===== config.mk =====
export PLATFORM = sky130hd
export DESIGN_NAME = ocl_limiter
export DESIGN_NICKNAME = d
export VERILOG_FILES = /design/src/verilog/ocl_pkg.sv /design/src/verilog/ocl_limiter.sv
export SDC_FILE = /design/constraint.sdc
export NUM_CORES = 2
export LEC_CHECK = 0
export ABC_AREA = 1
export BUFFER_PORTS_ARGS = -buffer_cell sky130_fd_sc_hd__buf_2
export CORE_AREA = 3 3 280 489
export DETAILED_ROUTE_END_ITERATION = 12
export DIE_AREA = 0 0 283 492
export PLACE_DENSITY = 0.87
export SLEW_MARGIN = 20
export SYNTH_ARGS = -nofsm -noshare
export SYNTH_HDL_FRONTEND = slang
export SYNTH_SLANG_ARGS = --single-unit

===== constraint.sdc =====
create_clock -name ref_clk_in -period 87.3 [get_ports ref_clk_in]
set_input_delay 8.73 -clock ref_clk_in [delete_from_list [all_inputs] [get_ports ref_clk_in]]
set_output_delay 8.73 -clock ref_clk_in [all_outputs]
set_load 0.05 [all_outputs]

===== src/verilog/ocl_pkg.sv =====
// Purpose: shared constants of the overload current limiter
// Assumes: 32-bit AHB-Lite register bus, 50 MHz clock
// Notes: currents in mA, durations in ms, energy in mA*ms internally
package ocl_pkg;
	// register byte offsets
	localparam logic [7:0] OFS_PEAK = 8'h00; // peak current, mA
	localparam logic [7:0] OFS_RATED = 8'h04; // rated current, mA
	localparam logic [7:0] OFS_DURATION = 8'h08; // peak duration, ms
	localparam logic [7:0] OFS_THRESHOLD = 8'h0C; // limit, mAs
	localparam logic [7:0] OFS_ACCUM = 8'h10; // accumulated value, mAs
	localparam logic [7:0] OFS_IMPOSED = 8'h14; // imposed current, mA
	localparam logic [7:0] OFS_STATE = 8'h18; // 0 inactive, 1 active
	localparam logic [7:0] OFS_SUBMODE = 8'h1C; // drive submode word
	localparam logic [7:0] OFS_CONTROL = 8'h20; // function enable
	// field positions
	localparam int SUBMODE_CLOSED_BIT = 0; // closed loop flag
	localparam int CONTROL_ENABLE_BIT = 0; // limiter enable
	// reset values
	localparam logic [31:0] PEAK_RESET = 32'h0000_0000;
	localparam logic [31:0] RATED_RESET = 32'h0000_0000;
	localparam logic [31:0] DURATION_RESET = 32'h0000_0000;
	localparam logic [31:0] SUBMODE_RESET = 32'h0000_0000;
	localparam logic [31:0] CONTROL_RESET = 32'h0000_0000;
	localparam logic [31:0] STATE_INACTIVE = 32'h0000_0000;
	localparam logic [31:0] STATE_ACTIVE = 32'h0000_0001;
	// timing: one accumulation step per millisecond
	localparam int CLK_PERIOD_NS = 20;
	localparam int STEP_PERIOD_NS = 1000000;
	localparam int STEP_CYCLES = STEP_PERIOD_NS / CLK_PERIOD_NS;
	// mA*ms per mAs
	localparam logic [63:0] MS_PER_S = 64'h0000_0000_0000_03E8;
	// ahb encodings
	localparam logic [1:0] HTRANS_NONSEQ = 2'h2;
	localparam logic [2:0] HSIZE_WORD = 3'h2;
endpackage


===== src/verilog/ocl_limiter.sv =====
// Purpose: thermal overload current limiter with AHB-Lite registers
// Assumes: demand current comes from logic on the same clock
// Notes: single clock, zero wait state slave, always OKAY
`timescale 1ns/1ps

// Overview of operation
// - limiter works only in closed loop
// - active needs peak above rated, nonzero duration
// - limit derived from rated, peak, duration
// - below limit allow peak, then clamp rated
// - threshold readable in milliampere-seconds
// - accumulate continuously, compare against threshold
// - imposed current limit is readable
// - status reads 0 inactive, 1 active
// - higher current accumulates faster
// - closed loop is submode bit 0
// - enabled in open loop clamps to rated
module ocl_limiter #(
	parameter int STEP_CYCLES = ocl_pkg::STEP_CYCLES // ms step length
) (
	input wire logic ref_clk_in, // 50 MHz clock
	input wire logic rst_in, // synchronous, active high
	input wire logic hsel_in, // ahb slave select
	input wire logic [31:0] haddr_in, // ahb byte address
	input wire logic [1:0] htrans_in, // ahb transfer type
	input wire logic hwrite_in, // ahb write flag
	input wire logic [2:0] hsize_in, // ahb size
	input wire logic [31:0] hwdata_in, // ahb write data
	input wire logic hready_in, // ahb bus ready
	output logic [31:0] hrdata_out, // ahb read data
	output logic hreadyout_out, // ahb slave ready
	output logic hresp_out, // ahb response
	input wire logic [31:0] current_demand_in, // requested current, mA
	output logic [31:0] current_limit_out, // imposed limit, mA
	output logic [31:0] current_command_out, // clamped current, mA
	output logic limiter_active_out // limiter status
);
	// configuration registers
	logic [31:0] peak_current_limit_q; // mA
	logic [31:0] rated_current_setting_q; // mA
	logic [31:0] peak_duration_setting_q; // ms
	logic [31:0] submode_q; // drive submode word
	logic [31:0] control_q; // function enable word
	// limiter state
	logic [63:0] accum_q; // accumulated value, mA*ms
	logic over_q; // limit reached, clamp engaged
	logic active_q; // status flag
	logic [31:0] imposed_current_q; // limit currently imposed
	logic [31:0] step_cnt_q; // ms divider
	logic step_q; // one-cycle ms enable
	// bus data phase capture
	logic wr_pend_q; // write data phase pending
	logic [7:0] wr_ofs_q; // write offset
	logic [31:0] rdata_q; // read data register
	// combinational terms
	logic closed_loop; // submode says closed loop
	logic enabled; // software enable
	logic cond_ok; // activation conditions
	logic [63:0] threshold_raw; // limit in mA*ms
	logic [31:0] threshold_mas; // limit in mAs
	logic [31:0] accum_mas; // accumulation in mAs
	logic [31:0] excess; // current above rated
	logic [31:0] deficit; // current below rated
	logic addr_phase; // valid address phase this cycle
	logic [31:0] rd_mux; // read selection

	assign closed_loop = submode_q[ocl_pkg::SUBMODE_CLOSED_BIT];
	assign enabled = control_q[ocl_pkg::CONTROL_ENABLE_BIT];
	// peak above rated and a duration given, in closed loop
	assign cond_ok = enabled && closed_loop
		&& (peak_current_limit_q > rated_current_setting_q)
		&& (peak_duration_setting_q != 32'h0000_0000);
	// excess over rated times allowed time gives the energy budget
	assign threshold_raw = (64'(peak_current_limit_q)
		- 64'(rated_current_setting_q))
		* 64'(peak_duration_setting_q);
	// constant divide; ok at 50 MHz for a slowly changing value
	assign threshold_mas = 32'(threshold_raw / ocl_pkg::MS_PER_S);
	assign accum_mas = 32'(accum_q / ocl_pkg::MS_PER_S);
	// step size grows with the current, so higher loads trip sooner
	assign excess = (current_demand_in > rated_current_setting_q)
		? current_demand_in - rated_current_setting_q
		: 32'h0000_0000;
	assign deficit = (current_demand_in < rated_current_setting_q)
		? rated_current_setting_q - current_demand_in
		: 32'h0000_0000;

	// ms step divider
	always_ff @(posedge ref_clk_in) begin
		if (rst_in) begin
			step_cnt_q <= 32'h0000_0000;
			step_q <= 1'b0;
		end else if (step_cnt_q == 32'(STEP_CYCLES - 1)) begin
			step_cnt_q <= 32'h0000_0000;
			step_q <= 1'b1;
		end else begin
			step_cnt_q <= step_cnt_q + 32'h0000_0001;
			step_q <= 1'b0;
		end
	end

	// accumulation: add excess, cool down by deficit, floor at zero
	always_ff @(posedge ref_clk_in) begin
		if (rst_in) begin
			accum_q <= 64'h0000_0000_0000_0000;
		end else if (!cond_ok) begin
			// inactive: no history is kept
			accum_q <= 64'h0000_0000_0000_0000;
		end else if (step_q) begin
			if (excess != 32'h0000_0000) begin
				accum_q <= accum_q + 64'(excess);
			end else if (accum_q > 64'(deficit)) begin
				accum_q <= accum_q - 64'(deficit);
			end else begin
				accum_q <= 64'h0000_0000_0000_0000;
			end
		end
	end

	// clamp engages at the limit and releases once fully cooled
	always_ff @(posedge ref_clk_in) begin
		if (rst_in) begin
			over_q <= 1'b0;
		end else if (!cond_ok) begin
			over_q <= 1'b0;
		end else if (accum_q >= threshold_raw) begin
			over_q <= 1'b1;
		end else if (accum_q == 64'h0000_0000_0000_0000) begin
			over_q <= 1'b0;
		end
	end

	// status and imposed limit
	always_ff @(posedge ref_clk_in) begin
		if (rst_in) begin
			active_q <= 1'b0;
			imposed_current_q <= ocl_pkg::PEAK_RESET;
		end else begin
			active_q <= cond_ok;
			if (enabled && !closed_loop) begin
				// open loop safety: never above rated
				imposed_current_q <= rated_current_setting_q;
			end else if (cond_ok && over_q) begin
				imposed_current_q <= rated_current_setting_q;
			end else begin
				imposed_current_q <= peak_current_limit_q;
			end
		end
	end

	assign current_limit_out = imposed_current_q;
	assign limiter_active_out = active_q;
	// commanded current passes through the imposed clamp
	always_ff @(posedge ref_clk_in) begin
		if (rst_in) begin
			current_command_out <= 32'h0000_0000;
		end else if (current_demand_in > imposed_current_q) begin
			current_command_out <= imposed_current_q;
		end else begin
			current_command_out <= current_demand_in;
		end
	end

	// ahb: address phase accepted when selected and bus ready
	assign addr_phase = hsel_in && hready_in
		&& (htrans_in == ocl_pkg::HTRANS_NONSEQ
		|| htrans_in == 2'h3);
	assign hreadyout_out = 1'b1; // zero wait states
	assign hresp_out = 1'b0; // always OKAY
	assign hrdata_out = rdata_q;

	// read selection, unmapped reads as zero
	always_comb begin
		unique case (haddr_in[7:0])
			ocl_pkg::OFS_PEAK: rd_mux = peak_current_limit_q;
			ocl_pkg::OFS_RATED: rd_mux = rated_current_setting_q;
			ocl_pkg::OFS_DURATION: rd_mux = peak_duration_setting_q;
			ocl_pkg::OFS_THRESHOLD: rd_mux = threshold_mas;
			ocl_pkg::OFS_ACCUM: rd_mux = accum_mas;
			ocl_pkg::OFS_IMPOSED: rd_mux = imposed_current_q;
			ocl_pkg::OFS_STATE: rd_mux = active_q
				? ocl_pkg::STATE_ACTIVE
				: ocl_pkg::STATE_INACTIVE;
			ocl_pkg::OFS_SUBMODE: rd_mux = submode_q;
			ocl_pkg::OFS_CONTROL: rd_mux = control_q;
			default: rd_mux = 32'h0000_0000;
		endcase
		if (haddr_in[31:8] != 24'h00_0000) begin
			rd_mux = 32'h0000_0000;
		end
	end

	// read data latched at the address phase edge
	always_ff @(posedge ref_clk_in) begin
		if (rst_in) begin
			rdata_q <= 32'h0000_0000;
		end else if (addr_phase && !hwrite_in) begin
			rdata_q <= rd_mux;
		end
	end

	// remember a write until its data phase
	always_ff @(posedge ref_clk_in) begin
		if (rst_in) begin
			wr_pend_q <= 1'b0;
			wr_ofs_q <= 8'h00;
		end else if (hready_in) begin
			wr_pend_q <= addr_phase && hwrite_in
				&& haddr_in[31:8] == 24'h00_0000;
			wr_ofs_q <= haddr_in[7:0];
		end
	end

	// configuration writes; read-only offsets ignore writes
	always_ff @(posedge ref_clk_in) begin
		if (rst_in) begin
			peak_current_limit_q <= ocl_pkg::PEAK_RESET;
			rated_current_setting_q <= ocl_pkg::RATED_RESET;
			peak_duration_setting_q <= ocl_pkg::DURATION_RESET;
			submode_q <= ocl_pkg::SUBMODE_RESET;
			control_q <= ocl_pkg::CONTROL_RESET;
		end else if (wr_pend_q) begin
			unique case (wr_ofs_q)
				ocl_pkg::OFS_PEAK: peak_current_limit_q <= hwdata_in;
				ocl_pkg::OFS_RATED: rated_current_setting_q <= hwdata_in;
				ocl_pkg::OFS_DURATION: peak_duration_setting_q <= hwdata_in;
				ocl_pkg::OFS_SUBMODE: submode_q <= hwdata_in;
				ocl_pkg::OFS_CONTROL: control_q <= hwdata_in;
				default: ; // read-only or unmapped
			endcase
		end
	end

	// checks
	status_closed_loop_a: assert property (@(posedge ref_clk_in)
		disable iff (rst_in)
		!closed_loop |=> !active_q)
		else $error("status active outside closed loop");
	status_conditions_a: assert property (@(posedge ref_clk_in)
		disable iff (rst_in)
		(peak_current_limit_q <= rated_current_setting_q
		|| peak_duration_setting_q == 32'h0000_0000) |=> !active_q)
		else $error("status active without valid settings");
	clamp_at_limit_a: assert property (@(posedge ref_clk_in)
		disable iff (rst_in)
		(cond_ok && accum_q >= threshold_raw) ##1 cond_ok
		|=> imposed_current_q == $past(rated_current_setting_q))
		else $error("limit reached but rated clamp missing");
	peak_below_a: assert property (@(posedge ref_clk_in)
		disable iff (rst_in)
		(cond_ok && !over_q && $stable(peak_current_limit_q))
		|=> imposed_current_q == $past(peak_current_limit_q))
		else $error("peak not allowed below limit");
	accum_grows_a: assert property (@(posedge ref_clk_in)
		disable iff (rst_in)
		(cond_ok && step_q && excess != 32'h0000_0000)
		##1 cond_ok
		|-> accum_q == $past(accum_q) + 64'($past(excess)))
		else $error("accumulation step wrong");
	state_report_a: assert property (@(posedge ref_clk_in)
		disable iff (rst_in)
		addr_phase && !hwrite_in && haddr_in == 32'(ocl_pkg::OFS_STATE)
		|=> rdata_q == {31'h0000_0000, $past(active_q)})
		else $error("status read value wrong");
	open_loop_rated_a: assert property (@(posedge ref_clk_in)
		disable iff (rst_in)
		(enabled && !closed_loop) ##1 (enabled && !closed_loop)
		|-> imposed_current_q == $past(rated_current_setting_q))
		else $error("open loop limit not rated");
	reset_clear_a: assert property (@(posedge ref_clk_in)
		rst_in |=> accum_q == 64'h0000_0000_0000_0000
		&& !active_q)
		else $error("reset did not clear limiter");
	step_period_a: assert property (@(posedge ref_clk_in)
		disable iff (rst_in)
		step_q |=> !step_q)
		else $error("step enable longer than one cycle");
	cmd_clamped_a: assert property (@(posedge ref_clk_in)
		disable iff (rst_in)
		current_command_out <= $past(imposed_current_q)
		|| current_command_out == $past(current_demand_in))
		else $error("command exceeds imposed limit");
	cover_activate_c: cover property (@(posedge ref_clk_in)
		disable iff (rst_in) !active_q ##1 active_q);
	cover_trip_c: cover property (@(posedge ref_clk_in)
		disable iff (rst_in) !over_q ##1 over_q);
	cover_release_c: cover property (@(posedge ref_clk_in)
		disable iff (rst_in) over_q ##1 !over_q);
	cover_open_loop_c: cover property (@(posedge ref_clk_in)
		disable iff (rst_in) enabled && !closed_loop);
endmodule


; ---- After elaboration in Yosys (flattened, before gate mapping)
; Cells that the tools add are included.
[totals]
register_bits = 364
in_bits = 106
wordCells = 87
out_inout_bits = 99
[op_classes]
addsub = 6
n_eq_ne = 15
order_cmp = 6
n_reduce_logical = 28
bitwise = 1
n_mux = 13
mul = 1
div_mod_pow = 2
[op_table]
columns = op, count
row1 = $pmux 32 s9, 1
row2 = $mux 32, 6
row3 = $div 64x10->64 const B, 2
row4 = $mux 64, 2
row5 = $gt 32x32->1, 3
row6 = $add 64x32->64, 1
row7 = $ge 64x64->1, 1
row8 = $gt 64x32->1, 1
row9 = $logic_not 64->1, 1
row10 = $mul 33x33->64, 1
row11 = $reduce_bool 32->1, 2
row12 = $sub 32x32->32, 2
row13 = $sub 64x32->64, 1
row14 = $eq 8x5->1 const B, 5
row15 = $sub 32x32->33, 1
row16 = $add 32x1->32 const B, 1
row17 = $eq 32x16->1 const B, 1
row18 = $lt 32x32->1, 1
row19 = $eq 8x4->1 const B, 3
row20 = $logic_not 24->1, 1
row21 = $reduce_bool 24->1, 1
row22 = $eq 8x3->1 const B, 2
row23 = $eq 8x6->1 const B, 2
row24 = $logic_not 8->1, 2
row25 = 9 further kinds, 28

; ---- Depth between registers and ports, before layout
[logic_depth]
depth_word = 6
ltp_mapped = 402
depth_no_buf = 399

; ---- Worst setup path before layout
; OpenSTA, ideal clock, no wires.
[synth_path]
path_kind = flip-flop to flip-flop
startpoint = register rated_current_setting_q[1]
endpoint = register rdata_q[0] (netlist: hrdata_out[0])
stages_incl_launch_ff = 345
path_buffers = 3
required_time_ns = 87.234
setup_time_ns = 0.066
path_slack_ns = 50.616
period_less_slack_ns = 36.684
arrival_time_ns = 36.618
path_cell_list = dfxtp_1 inv_1 ha_1 nand3b_1 and2_1 or2_2 nand2_1 a21oi_1 or2_2 nand2_1 a21o_1 nand2_1 nand2_1 a21oi_1 inv_1 nand2_1 nand2_1 a21o_1 [309 not listed] nand2_1 nand2_2 nand2_4 nand2_4 nand2_2 nand3_2 inv_2 nor2_2 nand2_2 nand2_2 nand2_1 nand3_1 nand2_1 o21bai_1 nand2_1 nand2_1 nand2_1 a21oi_2
[synth_between]
elab_chain_cells = 5
[synth_rtl]
columns = item, line
row1 = "start, declared", ocl_limiter.sv:40  ; logic [31:0] rated_current_setting_q;
row2 = "start signal, assigned", ocl_limiter.sv:218  ; rated_current_setting_q <= ocl_pkg::RATED_RESET;
row3 = "start signal, assigned", ocl_limiter.sv:225  ; ocl_pkg::OFS_RATED: rated_current_setting_q <= hwdata_in;
row4 = $sub 32x32->33, ocl_limiter.sv:75  ; - 64'(rated_current_setting_q))
row5 = $mul 33x33->64, ocl_limiter.sv:76  ; * 64'(peak_duration_setting_q);
row6 = $div 64x10->64, ocl_limiter.sv:78  ; assign threshold_mas = 32'(threshold_raw / ocl_pkg::MS_PER_S);
row7 = $pmux 32 s9, ocl_limiter.sv:174  ; unique case (haddr_in[7:0])
row8 = $mux 32, ocl_limiter.sv:188  ; if (haddr_in[31:8] != 24'h00_0000) begin
row9 = "end signal, assigned", ocl_limiter.sv:198  ; rdata_q <= rd_mux;
row10 = "end, declared", ocl_limiter.sv:54  ; logic [31:0] rdata_q;
; No other way between the ends.
; A chain may end at the register's enable or synchronous reset.

; ---- Worst setup path in the final report
; Ends and elaborated chain as after synthesis.

==> results.toml <==
[logic_synthesis]
ys_ff_latch = 364
yosys-top-cells-area = "fa_1 (28%), inv_1 (10%), nand2_1 (9.1%)"
yosysTopAreaCell = "fa_1"
ys_types = 99
syn_nets = 12900
syn_area_um2 = 79900
ys_top_cells_by_count = "inv_1 (2135), nand2_1 (1946), nor2_1 (1289)"
synthCells = 11200
synth_edf_count = 0
synth_most_common_cell = "inv_1"
ys_async_sr_fraction_pct = 0
syn-mean-instance-area_um2 = 7.10
yosys_warnings = 0
ys.flop_type = "dfxtp_1"
yosys.area.top_type_share_pct = 27.5
seq_area_frac_synth_pct = 9.12

[cts]
post-cts-setup-buffers = 0
clock_path_buffers = 3
clock_sinks = 364
postCtsResizedCells = 0
clk_pin_slew_ps = 70
h-tree-depth = 2
numCtsBuffers = 39
cts_tree = "built"
root_buffer = "clkbuf_16"
clkLatencyLatePin_ps = 640
ctsHoldBuffers = 0

[sta]
timing.setup.tns_ps = 0
min_period_ps = 48040
finalClockSkew_ps = 37.7
fmax_ghz = 0.0208
grt_setup_unrepaired = "no"
slew_headroom_pct = 15.8
timing_hold_violations_final = 0
finalSetupViolCount = 0
worst_slew_pin_slew_ps = 1250
period_share_pct = 55.0
maxSlewViolCount = 0

[finish]
regArea_um2 = 7290
drive_gt1_share_pct = 12.9
multiInputGateArea_um2 = 62200
fill_cells = 11700
num-nets-final = 12900
area_growth_pct = 5.06

[place]
io_buffers = 198
globalplace.congestion = 1.08
hpwl_mm = 243

[worst_setup_path]
crit_path_end = "hrdata_out[0]$_SDFFE_PP0P_"
ff2ff_path_depth = 335
worstPathArrival_ps = 48610
reg2reg_to = "hrdata_out[0]$_SDFFE_PP0P_"
cp_common_cell = "nand2_2"
worstPathRequired_ps = 87860
critPathCaptureType = "register"
r2r-start = "rated_current_setting_q[1]$_SDFFE_PP0P_"
worstPathMaxFanout = 24
crit_start = "rated_current_setting_q[1]$_SDFFE_PP0P_"
rrSetupSlack_ps = 39260
cpPeakStageDelay_ps = 890
startpoint_type = "register"
path_class = "reg -> reg"
slowest_stage = "xor2_2"

[detailed_routing]
via_per_inst = 6.00
num_vias = 78600
routedWlPerCell_um = 23.5
finalWirelength_mm = 308
ant_nets = 0
dr.pass1.iters = 7
drc = 0
drt-initial-drc-count = 7421

[floorplan]
fp.coreArea_um2 = 133000
initial_core_util_pct = 60.0
die_y_um = 492
ios = 205
rows = 177
die_w_um = 283
dieArea_um2 = 139000

[run]
maxCapViolCount = 0

[global_route]
grt_antenna_before_repair = 28
grt_first_pass_wirelength_mm = 465
track_usage_pct = 43.9
grt_start_max_net_pins = 91
overflow = 0
grt_pass1_vias = 80600

[min_path]
min_path_type = "reg -> reg"

[status]
status = "completed"
-- routing by layer --
layer / GRT usage, % / vias to the layer above / share of wire, %
met5: 1.15 / - / 0.069
met4: 42.8 / 20 / 13
met3: 14.7 / 1921 / 11
met2: 71.0 / 4804 / 45
met1: 43.8 / 37000 / 31
li1: - / 34800 / -
-- critical path: cells and delay by family, from the launching register on --
family / cells / cell delay (ps)
AND/OR/NAND/NOR: 261 / 32030
XOR/XNOR: 1 / 890
flip-flops: 1 / 550
buffers and inverters: 39 / 3970
AO/OA/AOI/OAI: 24 / 5180
adder cells (fa/ha/maj): 10 / 5180
-- placed cells by master, fill, tap and decap left out, drive strengths merged, types with 9 or more instances in the layout --
master      n
dfxtp     364
inv      2265
nor4       41
bufinv      9
ha        440
and2       13
clkinv     50
nand3b     32
clkbuf     49
nand3     624
nor3       93
buf       340
o21a       18
o41ai       9
nand4      68
diode      20
a221oi     32
a21oi     605
o211ai     74
o2111ai    27
a32o       12
o21ai     586
nor2     1407
xnor2      65
xor2      156
a211oi     80
nand2    2464
a21o       17
or2        50
a21boi     10
o21bai     61
fa       1098
o221ai     22
a31oi      41
-- per-stage QoR --
stage	util [%]	worst slack [ps]	hold WS (ps)	std cells	area [µm²]
final	63.1	39260	464	13100	83900
after global routing	63.0	35630	485	13100	83900
after CTS	63.0	40400	462	13100	83900
after detailed placement	62.0	40630	453	13000	82500
after global placement	62.0	41750	426	13000	82500
after floorplan	-	50620	418	11200	79900
-- flip-flops by register name, summed over array words and instances, names as in the netlist, 8 cells and up --
name / flops
hrdata_out: 32
control_q: 32
submode_q: 32
peak_current_limit_q: 32
wr_ofs_q: 8
current_command_out: 32
current_limit_out: 32
accum_q: 64
peak_duration_setting_q: 32
step_cnt_q: 32
rated_current_setting_q: 32
-- area by class of cell --
| cell class | instances | area share, % |
|---|---|---|
| sequential | 364 | 8.68 |
| clock buffer | 49 | 1.27 |
| timing repair buffer | 340 | 2.45 |
| inverter | 2309 | 10.5 |
| multi-input combinational | 8203 | 74.0 |
| clock inverter | 17 | 0.349 |
| antenna | 20 | 0.0596 |
| tap | 1790 | 2.67 |
-- cell families after synthesis --
logic type | synth area share (%)
and+or+nand+nor | 28.6
other | 0.00940
buffers and inverters | 13.2
DFF | 9.12
AOI/OAI and AO/OA | 12.2
xor gates and xnor gates | 2.47
adders and majority gates | 34.4
-- worst min path at each step --
stage | end | slack (ps) | depth (start not counted) | start
after floorplan | step_cnt_q[0]$_SDFF_PP0_ | 420 | 1 | step_cnt_q[0]$_SDFF_PP0_
after CTS | step_cnt_q[9]$_SDFF_PP0_ | 460 | 2 | step_cnt_q[9]$_SDFF_PP0_
after detailed placement | step_cnt_q[9]$_SDFF_PP0_ | 450 | 2 | step_cnt_q[9]$_SDFF_PP0_
after global placement | step_cnt_q[0]$_SDFF_PP0_ | 430 | 1 | step_cnt_q[0]$_SDFF_PP0_
after global routing | hrdata_out[5]$_SDFFE_PP0P_ | 480 | 2 | hrdata_out[5]$_SDFFE_PP0P_
final | hrdata_out[7]$_SDFFE_PP0P_ | 460 | 2 | hrdata_out[7]$_SDFFE_PP0P_
Power is left out: the tool's default activity adds up to more than one toggle a clock period on the data nets, which glitch-free logic cannot reach.
